--- config.mk ---
export PLATFORM = sky130hd
export DESIGN_NAME = flc_ctrl
export DESIGN_NICKNAME = d
export VERILOG_FILES = /design/src/flc_pkg.sv /design/src/flc_cyc_if.sv /design/src/flc_sync.sv /design/src/flc_pin_cycle.sv /design/src/flc_ctrl.sv
export VERILOG_INCLUDE_DIRS = /design/src /design/src/src
export SDC_FILE = /design/constraint.sdc
export NUM_CORES = 1
export LEC_CHECK = 0
export BUFFER_PORTS_ARGS = -buffer_cell sky130_fd_sc_hd__buf_4
export CAP_MARGIN = 25
export CORE_UTILIZATION = 55
export CTS_CLUSTER_SIZE = 24
export DETAILED_ROUTE_END_ITERATION = 6
export PLACE_DENSITY = 0.76
export SYNTH_ARGS = -nofsm -noshare
export SYNTH_HDL_FRONTEND = slang
export SYNTH_SLANG_ARGS = --single-unit
--- constraint.sdc ---
create_clock -name CLK -period 3 [get_ports CLK]
set_input_delay 0.45 -clock CLK [delete_from_list [all_inputs] [get_ports CLK]]
set_output_delay 0.45 -clock CLK [all_outputs]
set_load 0.02 [all_outputs]
--- src/flc_consts.svh ---
// offsets, command codes and timing counts of the flash command controller
`ifndef FLC_CONSTS_SVH
`define FLC_CONSTS_SVH

`define FLC_AW          23
`define FLC_BUF_DEPTH   32
`define FLC_CLK_MHZ     250
`define FLC_T_WP_NS     35
`define FLC_T_WPH_NS    20
`define FLC_T_ACC_NS    90
`define FLC_SYNC_CYC    2
`define FLC_WP_CYC      ((`FLC_T_WP_NS * `FLC_CLK_MHZ + 999) / 1000)
`define FLC_REC_CYC     ((`FLC_T_WPH_NS * `FLC_CLK_MHZ + 999) / 1000)
`define FLC_RD_CYC      ((`FLC_T_ACC_NS * `FLC_CLK_MHZ + 999) / 1000 + `FLC_SYNC_CYC)

`define FLC_REG_CTRL    8'h00
`define FLC_REG_ADDR    8'h04
`define FLC_REG_WDATA   8'h08
`define FLC_REG_COUNT   8'h0c
`define FLC_REG_STATUS  8'h10
`define FLC_REG_RDATA   8'h14
`define FLC_REG_BUF     8'h80

`define FLC_STAT_BUSY   0
`define FLC_STAT_DONE   1
`define FLC_STAT_FAIL   2
`define FLC_STAT_RB     3
`define FLC_STAT_SUSP   4

`define FLC_OP_READ     4'h0
`define FLC_OP_RESET    4'h1
`define FLC_OP_AUTOSEL  4'h2
`define FLC_OP_CFI      4'h3
`define FLC_OP_ENSEC    4'h4
`define FLC_OP_EXSEC    4'h5
`define FLC_OP_PROG     4'h6
`define FLC_OP_WRBUF    4'h7
`define FLC_OP_ABORT    4'h8
`define FLC_OP_CHIP     4'h9
`define FLC_OP_SECT     4'ha
`define FLC_OP_SUSP     4'hb
`define FLC_OP_RESUME   4'hc

`define FLC_A_UNLOCK1   23'h000aaa
`define FLC_A_UNLOCK2   23'h000555
`define FLC_A_CFI       23'h0000aa
`define FLC_D_UNLOCK1   8'haa
`define FLC_D_UNLOCK2   8'h55
`define FLC_D_RESET     8'hf0
`define FLC_D_AUTOSEL   8'h90
`define FLC_D_CFI       8'h98
`define FLC_D_ENSEC     8'h88
`define FLC_D_EXSEC     8'h00
`define FLC_D_PROG      8'ha0
`define FLC_D_WRBUF     8'h25
`define FLC_D_BUF2FL    8'h29
`define FLC_D_ERASE     8'h80
`define FLC_D_CHIP      8'h10
`define FLC_D_SECT      8'h30
`define FLC_D_SUSP      8'hb0
`define FLC_D_RESUME    8'h30

`endif

--- src/flc_pkg.sv ---
// types of the flash command controller
`include "flc_consts.svh"
package flc_pkg;
    typedef enum logic [3:0] {
        ST_IDLE  = 4'b0001,
        ST_ISSUE = 4'b0010,
        ST_WAIT  = 4'b0100,
        ST_FIN   = 4'b1000
    } flc_state_t;
    typedef enum logic [3:0] {
        EC_IDLE  = 4'b0001,
        EC_SETUP = 4'b0010,
        EC_PULSE = 4'b0100,
        EC_RECOV = 4'b1000
    } flc_cyc_state_t;
    typedef enum logic [2:0] {K_END, K_WR, K_RD, K_BUF, K_POLL} flc_kind_t;
    typedef enum logic [1:0] {AS_UNLOCK1, AS_UNLOCK2, AS_CFI, AS_USER} flc_asel_t;
    typedef enum logic [1:0] {DS_CONST, DS_USER, DS_COUNT} flc_dsel_t;
    typedef struct packed {
        flc_kind_t  kind;
        flc_asel_t  asel;
        flc_dsel_t  dsel;
        logic [7:0] data;
    } flc_step_t;
endpackage

--- src/flc_cyc_if.sv ---
// one flash bus cycle request and answer between sequencer and pin engine
`timescale 1ns/1ps
`include "flc_consts.svh"
interface flc_cyc_if;
    logic                req;
    logic                wr;
    logic [`FLC_AW-1:0]  addr;
    logic [7:0]          wdata;
    logic                done;
    logic [7:0]          rdata;
    modport ctl (output req, wr, addr, wdata, input done, rdata);
    modport eng (input req, wr, addr, wdata, output done, rdata);
endinterface

--- src/flc_sync.sv ---
// two-flop synchroniser for pin inputs
`timescale 1ns/1ps
module flc_sync #(
    parameter int W = 9
) (
    // clock and reset
    input  wire logic         clk,
    input  wire logic         nrst,
    // pins in, synced out
    input  wire logic [W-1:0] din,
    output logic      [W-1:0] dout
);
    logic [W-1:0] meta;

    always_ff @(posedge clk or negedge nrst) begin
        if (!nrst) begin
            meta <= '0;
            dout <= '0;
        end else begin
            meta <= din;
            dout <= meta;
        end
    end
endmodule

--- src/flc_pin_cycle.sv ---
// pin engine: drives one timed write or read cycle on the flash strobes
`timescale 1ns/1ps
`include "flc_consts.svh"
module flc_pin_cycle (
    // clock and reset
    input  wire logic               clk,
    input  wire logic               nrst,
    // request from sequencer
    flc_cyc_if.eng                  cyc,
    // synced data pins
    input  wire logic [7:0]         dq_sync,
    // flash pins
    output logic      [`FLC_AW-1:0] fa,
    output logic      [7:0]         dq_o,
    output logic                    dq_oe,
    output logic                    ce_n,
    output logic                    we_n,
    output logic                    oe_n
);
    import flc_pkg::*;

    flc_cyc_state_t state;
    logic [5:0]     cnt;
    logic           wr_q;

    always_ff @(posedge clk or negedge nrst) begin
        if (!nrst) begin
            state     <= EC_IDLE;
            cnt       <= 6'h00;
            wr_q      <= 1'b0;
            fa        <= '0;
            dq_o      <= 8'h00;
            dq_oe     <= 1'b0;
            ce_n      <= 1'b1;
            we_n      <= 1'b1;
            oe_n      <= 1'b1;
            cyc.done  <= 1'b0;
            cyc.rdata <= 8'h00;
        end else begin
            cyc.done <= 1'b0;
            case (state)
                EC_IDLE: begin
                    if (cyc.req) begin
                        // address settles before either strobe falls
                        fa    <= cyc.addr;
                        dq_o  <= cyc.wdata;
                        dq_oe <= cyc.wr;
                        wr_q  <= cyc.wr;
                        state <= EC_SETUP;
                    end
                end
                EC_SETUP: begin
                    ce_n  <= 1'b0;
                    we_n  <= ~wr_q;
                    oe_n  <= wr_q;
                    cnt   <= wr_q ? 6'(`FLC_WP_CYC - 1) : 6'(`FLC_RD_CYC - 1);
                    state <= EC_PULSE;
                end
                EC_PULSE: begin
                    if (cnt == 6'h00) begin
                        ce_n  <= 1'b1;
                        we_n  <= 1'b1;
                        oe_n  <= 1'b1;
                        if (!wr_q) begin
                            cyc.rdata <= dq_sync;
                        end
                        cnt   <= 6'(`FLC_REC_CYC - 1);
                        state <= EC_RECOV;
                    end else begin
                        cnt <= cnt - 6'h01;
                    end
                end
                EC_RECOV: begin
                    // data held past the rising strobe edge
                    if (cnt == 6'h00) begin
                        dq_oe    <= 1'b0;
                        cyc.done <= 1'b1;
                        state    <= EC_IDLE;
                    end else begin
                        cnt <= cnt - 6'h01;
                    end
                end
                default: state <= EC_IDLE;
            endcase
        end
    end
endmodule

--- src/flc_ctrl.sv ---
// flash command controller: AHB-Lite registers, command sequencer, status polling
//
// The implementer's own choices: the address map and register access over AHB-Lite.
`timescale 1ns/1ps
`include "flc_consts.svh"
module flc_ctrl (
    // clock and reset
    input  wire logic               CLK,
    input  wire logic               NRST,
    // AHB-Lite slave
    input  wire logic               HSEL,
    input  wire logic [31:0]        HADDR,
    input  wire logic [1:0]         HTRANS,
    input  wire logic               HWRITE,
    input  wire logic [2:0]         HSIZE,
    input  wire logic               HREADY,
    input  wire logic [31:0]        HWDATA,
    output logic      [31:0]        HRDATA,
    output logic                    HREADYOUT,
    output logic                    HRESP,
    // flash pins
    output logic      [`FLC_AW-1:0] FA,
    input  wire logic [7:0]         FDQ_I,
    output logic      [7:0]         FDQ_O,
    output logic                    FDQ_OE,
    output logic                    FCE_N,
    output logic                    FWE_N,
    output logic                    FOE_N,
    input  wire logic               READY_BUSY_N
);
    import flc_pkg::*;

    flc_cyc_if cyc ();

    flc_state_t         state;
    logic [3:0]         op;
    logic [`FLC_AW-1:0] addr;
    logic [7:0]         wdata;
    logic [4:0]         count;
    logic [7:0]         buffer [0:`FLC_BUF_DEPTH-1];
    logic [7:0]         rdata;
    logic               done;
    logic               fail;
    logic               suspended;
    logic               susp_req;
    logic [2:0]         idx;
    logic [4:0]         bidx;
    logic [1:0]         pphase;
    logic               susp_wr;
    flc_kind_t          cur_kind;
    flc_step_t          st;
    logic [7:0]         dq_sync;
    logic               rb_sync;
    logic               dp_valid;
    logic               dp_write;
    logic [7:0]         dp_addr;
    logic               wr_en;
    logic               start;
    logic               poll_ok;

    flc_sync #(.W(9)) u_sync (
        .clk  (CLK),
        .nrst (NRST),
        .din  ({READY_BUSY_N, FDQ_I}),
        .dout ({rb_sync, dq_sync})
    );

    flc_pin_cycle u_pin (
        .clk     (CLK),
        .nrst    (NRST),
        .cyc     (cyc.eng),
        .dq_sync (dq_sync),
        .fa      (FA),
        .dq_o    (FDQ_O),
        .dq_oe   (FDQ_OE),
        .ce_n    (FCE_N),
        .we_n    (FWE_N),
        .oe_n    (FOE_N)
    );

    // command table: one bus cycle per step index, except buffer and poll steps, which repeat their cycle
    function automatic flc_step_t seq_step(input logic [3:0] o, input logic [2:0] i);
        flc_step_t s;
        logic      unl;
        s   = '{K_END, AS_USER, DS_CONST, 8'h00};
        unl = (o == `FLC_OP_AUTOSEL) || (o == `FLC_OP_ENSEC) || (o == `FLC_OP_EXSEC)
            || (o == `FLC_OP_PROG) || (o == `FLC_OP_WRBUF) || (o == `FLC_OP_ABORT)
            || (o == `FLC_OP_CHIP) || (o == `FLC_OP_SECT);
        if (unl && i == 3'd0) begin
            s = '{K_WR, AS_UNLOCK1, DS_CONST, `FLC_D_UNLOCK1};
        end else if (unl && i == 3'd1) begin
            s = '{K_WR, AS_UNLOCK2, DS_CONST, `FLC_D_UNLOCK2};
        end else begin
            case (o)
                `FLC_OP_READ:   if (i == 3'd0) s = '{K_RD, AS_USER, DS_CONST, 8'h00};
                `FLC_OP_RESET:  if (i == 3'd0) s = '{K_WR, AS_USER, DS_CONST, `FLC_D_RESET};
                `FLC_OP_CFI:    if (i == 3'd0) s = '{K_WR, AS_CFI, DS_CONST, `FLC_D_CFI};
                `FLC_OP_SUSP:   if (i == 3'd0) s = '{K_WR, AS_USER, DS_CONST, `FLC_D_SUSP};
                `FLC_OP_RESUME: if (i == 3'd0) s = '{K_WR, AS_USER, DS_CONST, `FLC_D_RESUME};
                `FLC_OP_AUTOSEL: begin
                    if (i == 3'd2) s = '{K_WR, AS_UNLOCK1, DS_CONST, `FLC_D_AUTOSEL};
                    if (i == 3'd3) s = '{K_RD, AS_USER, DS_CONST, 8'h00};
                end
                `FLC_OP_ENSEC:  if (i == 3'd2) s = '{K_WR, AS_UNLOCK1, DS_CONST, `FLC_D_ENSEC};
                `FLC_OP_EXSEC: begin
                    if (i == 3'd2) s = '{K_WR, AS_UNLOCK1, DS_CONST, `FLC_D_AUTOSEL};
                    if (i == 3'd3) s = '{K_WR, AS_USER, DS_CONST, `FLC_D_EXSEC};
                end
                `FLC_OP_ABORT:  if (i == 3'd2) s = '{K_WR, AS_UNLOCK1, DS_CONST, `FLC_D_RESET};
                `FLC_OP_PROG: begin
                    if (i == 3'd2) s = '{K_WR, AS_UNLOCK1, DS_CONST, `FLC_D_PROG};
                    if (i == 3'd3) s = '{K_WR, AS_USER, DS_USER, 8'h00};
                    if (i == 3'd4) s = '{K_POLL, AS_USER, DS_CONST, 8'h00};
                end
                `FLC_OP_WRBUF: begin
                    if (i == 3'd2) s = '{K_WR, AS_USER, DS_CONST, `FLC_D_WRBUF};
                    if (i == 3'd3) s = '{K_WR, AS_USER, DS_COUNT, 8'h00};
                    if (i == 3'd4) s = '{K_BUF, AS_USER, DS_CONST, 8'h00};
                    if (i == 3'd5) s = '{K_WR, AS_USER, DS_CONST, `FLC_D_BUF2FL};
                    if (i == 3'd6) s = '{K_POLL, AS_USER, DS_CONST, 8'h00};
                end
                `FLC_OP_CHIP, `FLC_OP_SECT: begin
                    if (i == 3'd2) s = '{K_WR, AS_UNLOCK1, DS_CONST, `FLC_D_ERASE};
                    if (i == 3'd3) s = '{K_WR, AS_UNLOCK1, DS_CONST, `FLC_D_UNLOCK1};
                    if (i == 3'd4) s = '{K_WR, AS_UNLOCK2, DS_CONST, `FLC_D_UNLOCK2};
                    if (i == 3'd5 && o == `FLC_OP_CHIP) begin
                        s = '{K_WR, AS_UNLOCK1, DS_CONST, `FLC_D_CHIP};
                    end
                    if (i == 3'd5 && o == `FLC_OP_SECT) begin
                        s = '{K_WR, AS_USER, DS_CONST, `FLC_D_SECT};
                    end
                    if (i == 3'd6) s = '{K_POLL, AS_USER, DS_CONST, 8'h00};
                end
                default: s = '{K_END, AS_USER, DS_CONST, 8'h00};
            endcase
        end
        return s;
    endfunction

    function automatic logic [`FLC_AW-1:0] addr_plus(input logic [`FLC_AW-1:0] a,
                                                      input logic [4:0] n);
        return a + {{(`FLC_AW-5){1'b0}}, n};
    endfunction

    assign st = seq_step(op, idx);

    // polled bit: bit 7 of the last byte written, or 1 for erase
    always_comb begin
        if (op == `FLC_OP_PROG) begin
            poll_ok = cyc.rdata[7] == wdata[7];
        end else if (op == `FLC_OP_WRBUF) begin
            poll_ok = cyc.rdata[7] == buffer[count][7];
        end else begin
            poll_ok = cyc.rdata[7];
        end
    end

    // AHB-Lite slave, zero wait states, always OKAY
    assign HREADYOUT = 1'b1;
    assign HRESP     = 1'b0;
    assign wr_en     = dp_valid && dp_write;
    assign start     = wr_en && dp_addr == `FLC_REG_CTRL && state == ST_IDLE
                       && (HWDATA[3:0] != `FLC_OP_RESUME || suspended)
                       && (HWDATA[3:0] != `FLC_OP_SUSP);

    always_ff @(posedge CLK or negedge NRST) begin
        if (!NRST) begin
            dp_valid <= 1'b0;
            dp_write <= 1'b0;
            dp_addr  <= 8'h00;
            HRDATA   <= 32'h0000_0000;
        end else if (HREADY) begin
            dp_valid <= HSEL && HTRANS[1];
            dp_write <= HWRITE;
            dp_addr  <= HADDR[7:0];
            HRDATA   <= 32'h0000_0000;
            if (HSEL && HTRANS[1] && !HWRITE) begin
                if (HADDR[7:0] == `FLC_REG_CTRL) begin
                    HRDATA <= {28'h0, op};
                end else if (HADDR[7:0] == `FLC_REG_ADDR) begin
                    HRDATA <= {{(32-`FLC_AW){1'b0}}, addr};
                end else if (HADDR[7:0] == `FLC_REG_WDATA) begin
                    HRDATA <= {24'h0, wdata};
                end else if (HADDR[7:0] == `FLC_REG_COUNT) begin
                    HRDATA <= {27'h0, count};
                end else if (HADDR[7:0] == `FLC_REG_STATUS) begin
                    // rb bit mirrors ready_busy_n
                    HRDATA <= {27'h0, suspended, rb_sync, fail, done, state != ST_IDLE};
                end else if (HADDR[7:0] == `FLC_REG_RDATA) begin
                    HRDATA <= {24'h0, rdata};
                end else if (HADDR[7] && HADDR[1:0] == 2'b00) begin
                    HRDATA <= {24'h0, buffer[HADDR[6:2]]};
                end
            end
        end
    end

    // software-written configuration
    always_ff @(posedge CLK or negedge NRST) begin
        if (!NRST) begin
            addr  <= '0;
            wdata <= 8'h00;
            count <= 5'h00;
        end else if (wr_en) begin
            if (dp_addr == `FLC_REG_ADDR) begin
                addr <= HWDATA[`FLC_AW-1:0];
            end else if (dp_addr == `FLC_REG_WDATA) begin
                wdata <= HWDATA[7:0];
            end else if (dp_addr == `FLC_REG_COUNT) begin
                count <= HWDATA[4:0];
            end
        end
    end

    always_ff @(posedge CLK) begin
        if (wr_en && dp_addr[7] && dp_addr[1:0] == 2'b00) begin
            buffer[dp_addr[6:2]] <= HWDATA[7:0];
        end
    end

    // suspend request is honoured only while a sector erase polls
    always_ff @(posedge CLK or negedge NRST) begin
        if (!NRST) begin
            susp_req <= 1'b0;
        end else if (state == ST_IDLE) begin
            susp_req <= 1'b0;
        end else if (wr_en && dp_addr == `FLC_REG_CTRL && HWDATA[3:0] == `FLC_OP_SUSP
                     && op == `FLC_OP_SECT) begin
            susp_req <= 1'b1;
        end
    end

    // cycle request to pin engine
    always_ff @(posedge CLK or negedge NRST) begin
        if (!NRST) begin
            cyc.req   <= 1'b0;
            cyc.wr    <= 1'b0;
            cyc.addr  <= '0;
            cyc.wdata <= 8'h00;
        end else begin
            cyc.req <= 1'b0;
            if (state == ST_ISSUE && st.kind != K_END) begin
                cyc.req   <= 1'b1;
                cyc.wr    <= st.kind == K_WR || st.kind == K_BUF
                             || (st.kind == K_POLL && susp_req);
                cyc.wdata <= st.dsel == DS_USER ? wdata
                           : st.dsel == DS_COUNT ? {3'h0, count} : st.data;
                if (st.asel == AS_UNLOCK1) begin
                    cyc.addr <= `FLC_A_UNLOCK1;
                end else if (st.asel == AS_UNLOCK2) begin
                    cyc.addr <= `FLC_A_UNLOCK2;
                end else if (st.asel == AS_CFI) begin
                    cyc.addr <= `FLC_A_CFI;
                end else begin
                    cyc.addr <= addr;
                end
                if (st.kind == K_BUF) begin
                    cyc.addr  <= addr_plus(addr, bidx);
                    cyc.wdata <= buffer[bidx];
                end
                if (st.kind == K_POLL && op == `FLC_OP_WRBUF) begin
                    cyc.addr <= addr_plus(addr, count);
                end
                if (st.kind == K_POLL && susp_req) begin
                    cyc.wdata <= `FLC_D_SUSP;
                end
            end
        end
    end

    // sequencer; only whole sequences go out, so none is left broken
    always_ff @(posedge CLK or negedge NRST) begin
        if (!NRST) begin
            state     <= ST_IDLE;
            op        <= `FLC_OP_READ;
            idx       <= 3'd0;
            bidx      <= 5'h00;
            pphase    <= 2'd0;
            susp_wr   <= 1'b0;
            cur_kind  <= K_END;
            rdata     <= 8'h00;
            done      <= 1'b0;
            fail      <= 1'b0;
            suspended <= 1'b0;
        end else begin
            case (state)
                ST_IDLE: begin
                    if (start) begin
                        op     <= HWDATA[3:0];
                        idx    <= 3'd0;
                        bidx   <= 5'h00;
                        pphase <= 2'd0;
                        done   <= 1'b0;
                        fail   <= 1'b0;
                        state  <= ST_ISSUE;
                    end
                end
                ST_ISSUE: begin
                    cur_kind <= st.kind;
                    susp_wr  <= st.kind == K_POLL && susp_req;
                    state    <= st.kind == K_END ? ST_FIN : ST_WAIT;
                end
                ST_WAIT: begin
                    if (cyc.done) begin
                        state <= ST_ISSUE;
                        case (cur_kind)
                            K_RD: begin
                                rdata <= cyc.rdata;
                                idx   <= idx + 3'd1;
                            end
                            K_BUF: begin
                                bidx <= bidx + 5'h01;
                                if (bidx == count) begin
                                    idx <= idx + 3'd1;
                                end
                            end
                            K_POLL: begin
                                rdata <= cyc.rdata;
                                if (susp_wr) begin
                                    suspended <= 1'b1;
                                    state     <= ST_FIN;
                                end else if (pphase == 2'd1) begin
                                    state <= ST_FIN;
                                end else if (poll_ok) begin
                                    pphase <= 2'd1;
                                end else if (pphase == 2'd2) begin
                                    fail  <= 1'b1;
                                    state <= ST_FIN;
                                end else if (cyc.rdata[5]) begin
                                    pphase <= 2'd2;
                                end
                            end
                            default: idx <= idx + 3'd1;
                        endcase
                    end
                end
                ST_FIN: begin
                    done  <= 1'b1;
                    state <= ST_IDLE;
                    if (!susp_wr && (op == `FLC_OP_RESUME || op == `FLC_OP_CHIP
                        || op == `FLC_OP_SECT)) begin
                        suspended <= 1'b0; // reset and suspend keep it
                    end
                end
                default: state <= ST_IDLE;
            endcase
        end
    end
endmodule

==> impl_results.md, run 1 <==
- DRC: 0
- Power per Cell Area: 483.1 nW/um^2
- Final net count: 1999
- Final hold violations: 0
- Routed WL: 63290 um
- Mapped Area: 23250 sq um
- Main synth FF type: edfxtp_1
- Status: completed
- Worst Reg-to-Reg Cells: 8
- Fillers: 2928
- FF/Latch Area: 12930 sq um
- All-Layer GR Usage: 0.3012
- Reg-to-Reg Start: bidx[0]$_DFFE_PN0P_
- CP endpoint kind: flop
- CTS buffer count: 47
- Worst skew pair latency: 0.60 ns
- Finished Layout Cells: 2465
- WHS Endpoint: addr[20]$_DFFE_PN0P_
- Pre-Repair DR Iteration Count: 6
- Final Worst Setup Slack: 0.05821 ns
- Setup TNS: 0 ns
- Worst IR Drop VDD: 539.2 uV
- Clock buffer depth: 3
- Critical path's slowest cell: dfrtp_4
- Yosys reg bits: 465
- Layout area overhead: 17.71%
- Final instance area: 27360 sq um
- Clk slew on worst S/H paths: 0.06 ns
- TritonCTS clock tree: yes
- Vias per inst: 6.524
- Die footprint: 43090 sq um
- GP Congestion: 0.9753
- DP Area: 25610 sq um
- Routed len/inst: 25.68 um
- Clk sink count: 465
- Ys Warns: 0
- Total grt overflow: 0
- Port-buffer cells: 103
- Grt peak-use layer: met2
- IO Count: 152
- R2R setup slack: 0.06 ns
- Share of flip-flops with an asynchronous set or reset: 0.4495
- DP Wirelength: 44240 um
- Drt initial violations: 1719
- Worst EP required: 3.45 ns
- Multi-input gate area: 9752 sq um
- CTS root buffer: clkbuf_16
- Ratio of cells with drive above 1 in the final layout: 0.3339
- Slew of the pin with the lowest slew margin: 0.7910 ns
- Seq/Total Area, Yosys: 0.5559
- Setup violations, final: 0
- Reg-to-reg endpoint: cyc.wdata[7]$_DFFE_PN0P_
- Delay of the slowest critical-path stage: 0.56 ns
- Met1 usage: 0.3989
- Synth Area per Inst: 13.90 sq um
- Period minus WS final: 2.942 ns
- Core Rows: 74
- WHS: 0.08894 ns
- Met2 GRT Util: 0.4974
- Placed Cells: 2358
- Initial antenna violation count: 2
- Worst Skew: 0.02817 ns
- CP Class: reg2reg
- Syn Inst Count: 1672
- Critical path, cell by cell: buf_4 -> mux4_2 -> mux4_2 -> mux2i_1 -> nor2_1 -> a2111oi_0 -> buf_4 -> o21ai_0
- Crit path max-delay family: multiplexers
- RSZ-0062 raised after global routing: no
- Crit path launch type: flop
- Vias in the first global route: 16.29k
- Crit path max fanout: 10
- Relative slew slack: 0.4652
- Die X: 207.6 um
- Pin count of the biggest net entering global routing: 77
- Antenna Violating Nets Remaining: 0
- Core ar.: 41290 sq um
- Max Clock Freq: 339.9 MHz
- Htree depth: 2
- Die height: 207.6 um
- Hold Crit Depth: 2
- Library cells used by synthesis: 88
- Pre-CTS setup slack: -0.2169 ns
- Fin crit share: 0.9806
- Hold path startpoint: HWDATA[20]
- First-pass GRT wire length: 97960 um
- Max-cap violations: 0
- Starting density of the core: 0.5630
- Post-synth EDFFs: 256
- Via count: 16.08k
- Worst Hold Class: in2reg
- Met3 Usage GRT: 0.05613
- Fin. max-slew vios: 0
- Worst path bufs/invs: 2
- Worst path arrival time: 3.39 ns
- Leak pwr: 10.50 nW
[cells in the final DEF (no fill, tap or decap), types with 8 or more instances in the layout]
master	Yosys	routed
dlygate4sd3_1	0	10
mux4_2	166	166
clkinv_2	0	8
ha_1	18	16
o21ai_0	78	75
conb_1	2	11
mux2i_1	26	26
xnor2_1	13	13
or3_1	15	15
a22o_1	17	17
clkbuf_16	0	48
nand2_1	122	121
o31ai_1	12	12
a211oi_1	15	14
o22ai_1	15	15
o211ai_1	13	13
mux2_2	90	90
inv_1	32	32
dfrtp_1	204	202
and3_1	11	11
nor2b_1	17	16
nand2b_1	11	11
nor2_1	126	125
nor3_1	24	24
a21oi_1	46	46
buf_4	15	259
o21a_1	11	11
edfxtp_1	256	256
a31oi_1	21	21
nand3_1	26	26
buf_12	0	17
nand4_1	8	8
clkbuf_1	63	12
[per-stage QoR]
stage                       util  power (mW)
after floorplan                -       7.308
after global placement    0.6203       7.596
after detailed placement  0.6203       7.619
after CTS                 0.6593       13.32
after global routing      0.6626       13.59
final                     0.6626       13.22
[how the worst max path moves through the flow]
stage,start,to,slack [ns],cells after the start
after floorplan,bidx[1]$_DFFE_PN0P_,cyc.addr[14]$_DFFE_PN0P_,0.03,11
after global placement,idx[1]$_DFFE_PN0P_,cyc.addr[6]$_DFFE_PN0P_,-0.23,11
after detailed placement,idx[1]$_DFFE_PN0P_,cyc.addr[8]$_DFFE_PN0P_,-0.22,11
after CTS,bidx[0]$_DFFE_PN0P_,cyc.addr[14]$_DFFE_PN0P_,0.02,10
after global routing,idx[0]$_DFFE_PN0P_,cyc.addr[8]$_DFFE_PN0P_,0.009,11
final,bidx[0]$_DFFE_PN0P_,cyc.wdata[7]$_DFFE_PN0P_,0.06,8
[Yosys cell counts, drive strengths merged (13+ instances only)]
library cell,count,area (sq um)
or3,15,93.84
xnor2,13,113.9
clkbuf,63,236.5
nand2,122,457.9
inv,33,123.9
a22o,18,158.9
buf,58,329.1
nand3,26,130.1
a21oi,46,230.2
o22ai,15,93.84
dfrtp,204,5105
mux2i,26,260.3
a31oi,21,131.4
mux2,91,1025
a211oi,15,112.6
nor2b,17,106.4
o21ai,78,390.4
ha,18,225.2
nor3,24,120.1
nor2,127,479.2
mux4,166,3739
edfxtp,256,7687
o211ai,14,110.1
[layer usage]
metal / share of wire / vias up
met2: 0.50 / 858
met4: 0.039 / 0
met3: 0.085 / 158
li1: - / 6966
met5: 0 / -
met1: 0.38 / 8100
[power breakdown]
part           switching, mW  total [mW]  leakage, nW  internal, mW
logic                  0.379       0.655         4.81         0.276
clock network           2.45        5.71        0.728          3.26
registers             0.0569        6.85         4.97          6.80
total                   2.89        13.2         10.5          10.3
[cell families (layout without fill, tap and decap cells)]
kind of cell	after synthesis	count (layout)	synth area share
flip-flops	465	465	0.5559
other	2	12	0.0003230
AO/OA/AOI/OAI	308	308	0.09096
buffers and inverters	155	406	0.02982
XOR/XNOR	20	20	0.007535
AND/OR/NAND/NOR	419	419	0.08794
adder cells (fa/ha/maj)	20	20	0.01141
multiplexers	283	283	0.2161
[registers in the layout, summed over array words and instances (netlist names), 5 cells and up]
| signal | flops |
|---|---|
| buffer | 256 |
| HRDATA | 23 |
| addr | 23 |
| cyc.addr | 23 |
| u_pin.fa | 23 |
| u_sync.dout | 9 |
| u_sync.meta | 9 |
| cyc.wdata | 8 |
| dp_addr | 8 |
| rdata | 8 |
| u_pin.cyc.rdata | 8 |
| u_pin.dq_o | 8 |
| wdata | 8 |
| u_pin.cnt | 6 |
| bidx | 5 |
| count | 5 |
[final cells by class]
cell class / count / share of cell area
tap: 532 / 0.02433
clock inverter: 19 / 0.005807
antenna: 1 / 0.00009145
timing repair buffer: 287 / 0.08770
inverter: 34 / 0.004664
sequential: 465 / 0.4725
clock buffer: 66 / 0.04856
multi-input combinational: 1061 / 0.3564
[what timing repair did]
item,4_1_cts,5_1_grt
endpoints found under the setup margin,10,26
pin swaps,0,2
gates resized for setup,4,11
hold endpoints to repair,80,0
buffers inserted,0,11
hold buffers,10,0
Power figures use the tool's default switching activity.
==> inputs of run 2 (changes only) <==
--- a/config.mk
+++ b/config.mk
@@ -7,10 +7,10 @@
 export NUM_CORES = 1
 export LEC_CHECK = 0
-export BUFFER_PORTS_ARGS = -buffer_cell sky130_fd_sc_hd__buf_4
 export CAP_MARGIN = 25
-export CORE_UTILIZATION = 55
+export CORE_UTILIZATION = 58
 export CTS_CLUSTER_SIZE = 24
 export DETAILED_ROUTE_END_ITERATION = 6
-export PLACE_DENSITY = 0.76
+export DONT_BUFFER_PORTS = 1
+export PLACE_DENSITY = 0.86
 export SYNTH_ARGS = -nofsm -noshare
 export SYNTH_HDL_FRONTEND = slang
==> constraint.sdc (replaced) <==
create_clock -name CLK -period 3 [get_ports CLK]
set_input_delay 0.45 -clock CLK [delete_from_list [all_inputs] [get_ports CLK]]
set_output_delay 0.45 -clock CLK [all_outputs]
set_load 0.1 [all_outputs]
==> impl_results.md, run 2 (synthesis results as in run 1) <==
- DP Wirelength: 42340 um
- Met1 usage: 0.4208
- Worst path arrival time: 3.40 ns
- Crit path max fanout: 6
- Port-buffer cells: 0
- Worst Reg-to-Reg Cells: 11
- Total grt overflow: 0
- Final Worst Setup Slack: 0.09892 ns
- Worst EP required: 3.50 ns
- Vias per inst: 6.947
- Slew of the pin with the lowest slew margin: 1.082 ns
- Die footprint: 40890 sq um
- Delay of the slowest critical-path stage: 0.44 ns
- Drt initial violations: 2020
- TritonCTS clock tree: yes
- Final hold violations: 209
- Max-cap violations: 0
- Max Clock Freq: 344.7 MHz
- Period minus WS final: 2.901 ns
- Routed len/inst: 28.86 um
- Crit path max-delay family: compound AO/OA/AOI/OAI gates
- CP Launch Point: idx[1]$_DFFE_PN0P_
- Fin. max-slew vios: 0
- DRC: 0
- Final core occ: 0.6897
- Worst path bufs/invs: 2
- Via count: 16.39k
- Clk slew on worst S/H paths: 0.06 ns
- CP endpoint kind: flop
- Die X: 202.2 um
- Critical path's slowest cell: o41ai_4
- Power per Cell Area: 523.4 nW/um^2
- CTS buffer count: 49
- Reg-to-Reg Start: idx[1]$_DFFE_PN0P_
- Hold-fix buffers, CTS: 40
- Ant diodes: 0
- Critical path, cell by cell: ha_1 -> ha_1 -> nand4bb_1 -> a21oi_1 -> o21ai_0 -> nand2_1 -> o41ai_4 -> buf_4 -> inv_2 -> mux2_1 -> a31o_1
- Most frequent cells in the layout: edfxtp_1, dfrtp_1, mux4_2
- Initial antenna violation count: 6
- Clock buffer depth: 3
- Met3 Usage GRT: 0.07627
- Met2 GRT Util: 0.5468
- Leading cell type in the layout, fill and taps excluded: edfxtp_1
- All-Layer GR Usage: 0.3358
- Fin crit share: 0.9670
- Starting density of the core: 0.5946
- Clk sink count: 465
- Routed WL: 68090 um
- Worst Hold Class: in2async
- Relative slew slack: 0.2765
- Status: finished with violations
- RSZ-0062 raised after global routing: yes
- Failing checks: hold timing
- Pre-Repair DR Iteration Count: 7
- Setup TNS: 0 ns
- Crit path launch type: flop
- GP Congestion: 0.9533
- CP Class: reg2reg
- Core Rows: 72
- Core ar.: 39100 sq um
- Ratio of cells with drive above 1 in the final layout: 0.2933
- Setup violations, final: 0
- Pre-CTS setup slack: 0.02990 ns
- CTS root buffer: clkbuf_16
- Crit path depth: 11
- Pin count of the biggest net entering global routing: 210
- WHS: -0.4602 ns
- Vias in the first global route: 16.63k
- Layout area overhead: 16.00%
- Max reg flops: 256
- Crit path top cell by count: ha_1
- Worst skew pair latency: 0.61 ns
- Worst Skew: 0.02521 ns
- Antenna Violating Nets Remaining: 0
- Grt peak-use layer: met2
- Htree depth: 2
- Leak pwr: 10.13 nW
- Worst IR Drop VDD: 598.1 uV
- Die height: 202.2 um
- IO Count: 152
- Final net count: 1906
- First-pass GRT wire length: 101800 um
==> run 2: final timing paths <==
path / endpoint / slack, ns
max reg2reg: cyc.addr[1]$_DFFE_PN0P_ / 0.1
max: cyc.addr[1]$_DFFE_PN0P_ / 0.1
min: u_pin.fa[19]$_DFFE_PN0P_ / -0.46
min reg2reg: u_sync.dout[2]$_DFF_PN0_ / 0.35
min in group CLK: addr[9]$_DFFE_PN0P_ / 0.01
max in group asynchronous: u_pin.state[0]$_DFFE_PN1P_ / 3.10
==> run 2: power breakdown <==
part           leakage, nW  total [mW]  internal [mW]  switching, mW
Clock                0.856        6.71           4.05           2.66
Combinational         4.30       0.546          0.248          0.297
Sequential            4.97        6.85           6.80         0.0588
==> run 2: cell type report <==
cell class	instances	area, sq um
Sequential cell	465	12930
Clock buffer	51	1276
Tap cell	518	648.1
Timing Repair Buffer	192	1744
Clock inverter	38	501.7
Inverter	34	127.6
Fill cell	2549	12130
Multi-Input combinational cell	1061	9737
==> run 2: per-layer routing <==
layer,wire length (um),part of all wire
met3,7199,0.11
met2,33160,0.49
met4,3819,0.056
met1,23880,0.35
met5,34,0.00050
==> run 2: through the flow <==
step / std cells / hold WS, ns / power, mW / instance area [sq um]
4_1_cts: 2348 / -0.4754 / 14.14 / 26820
3_3_place_gp: 2218 / 0.1582 / 7.369 / 24560
3_5_place_dp: 2218 / 0.1583 / 7.382 / 24560
2_1_floorplan: 1681 / 0.1544 / 7.360 / 23280
5_1_grt: 2359 / -0.4657 / 14.41 / 26970
6_report: 2359 / -0.4602 / 14.11 / 26970
==> run 2: timing repair <==
action                                  CTS  global route
resized for setup                         1            11
setup buffers                             1            11
endpoints found under the setup margin    3            21
pin swaps                                 0             1
cloned                                    0             0
hold endpoints to repair                511           209
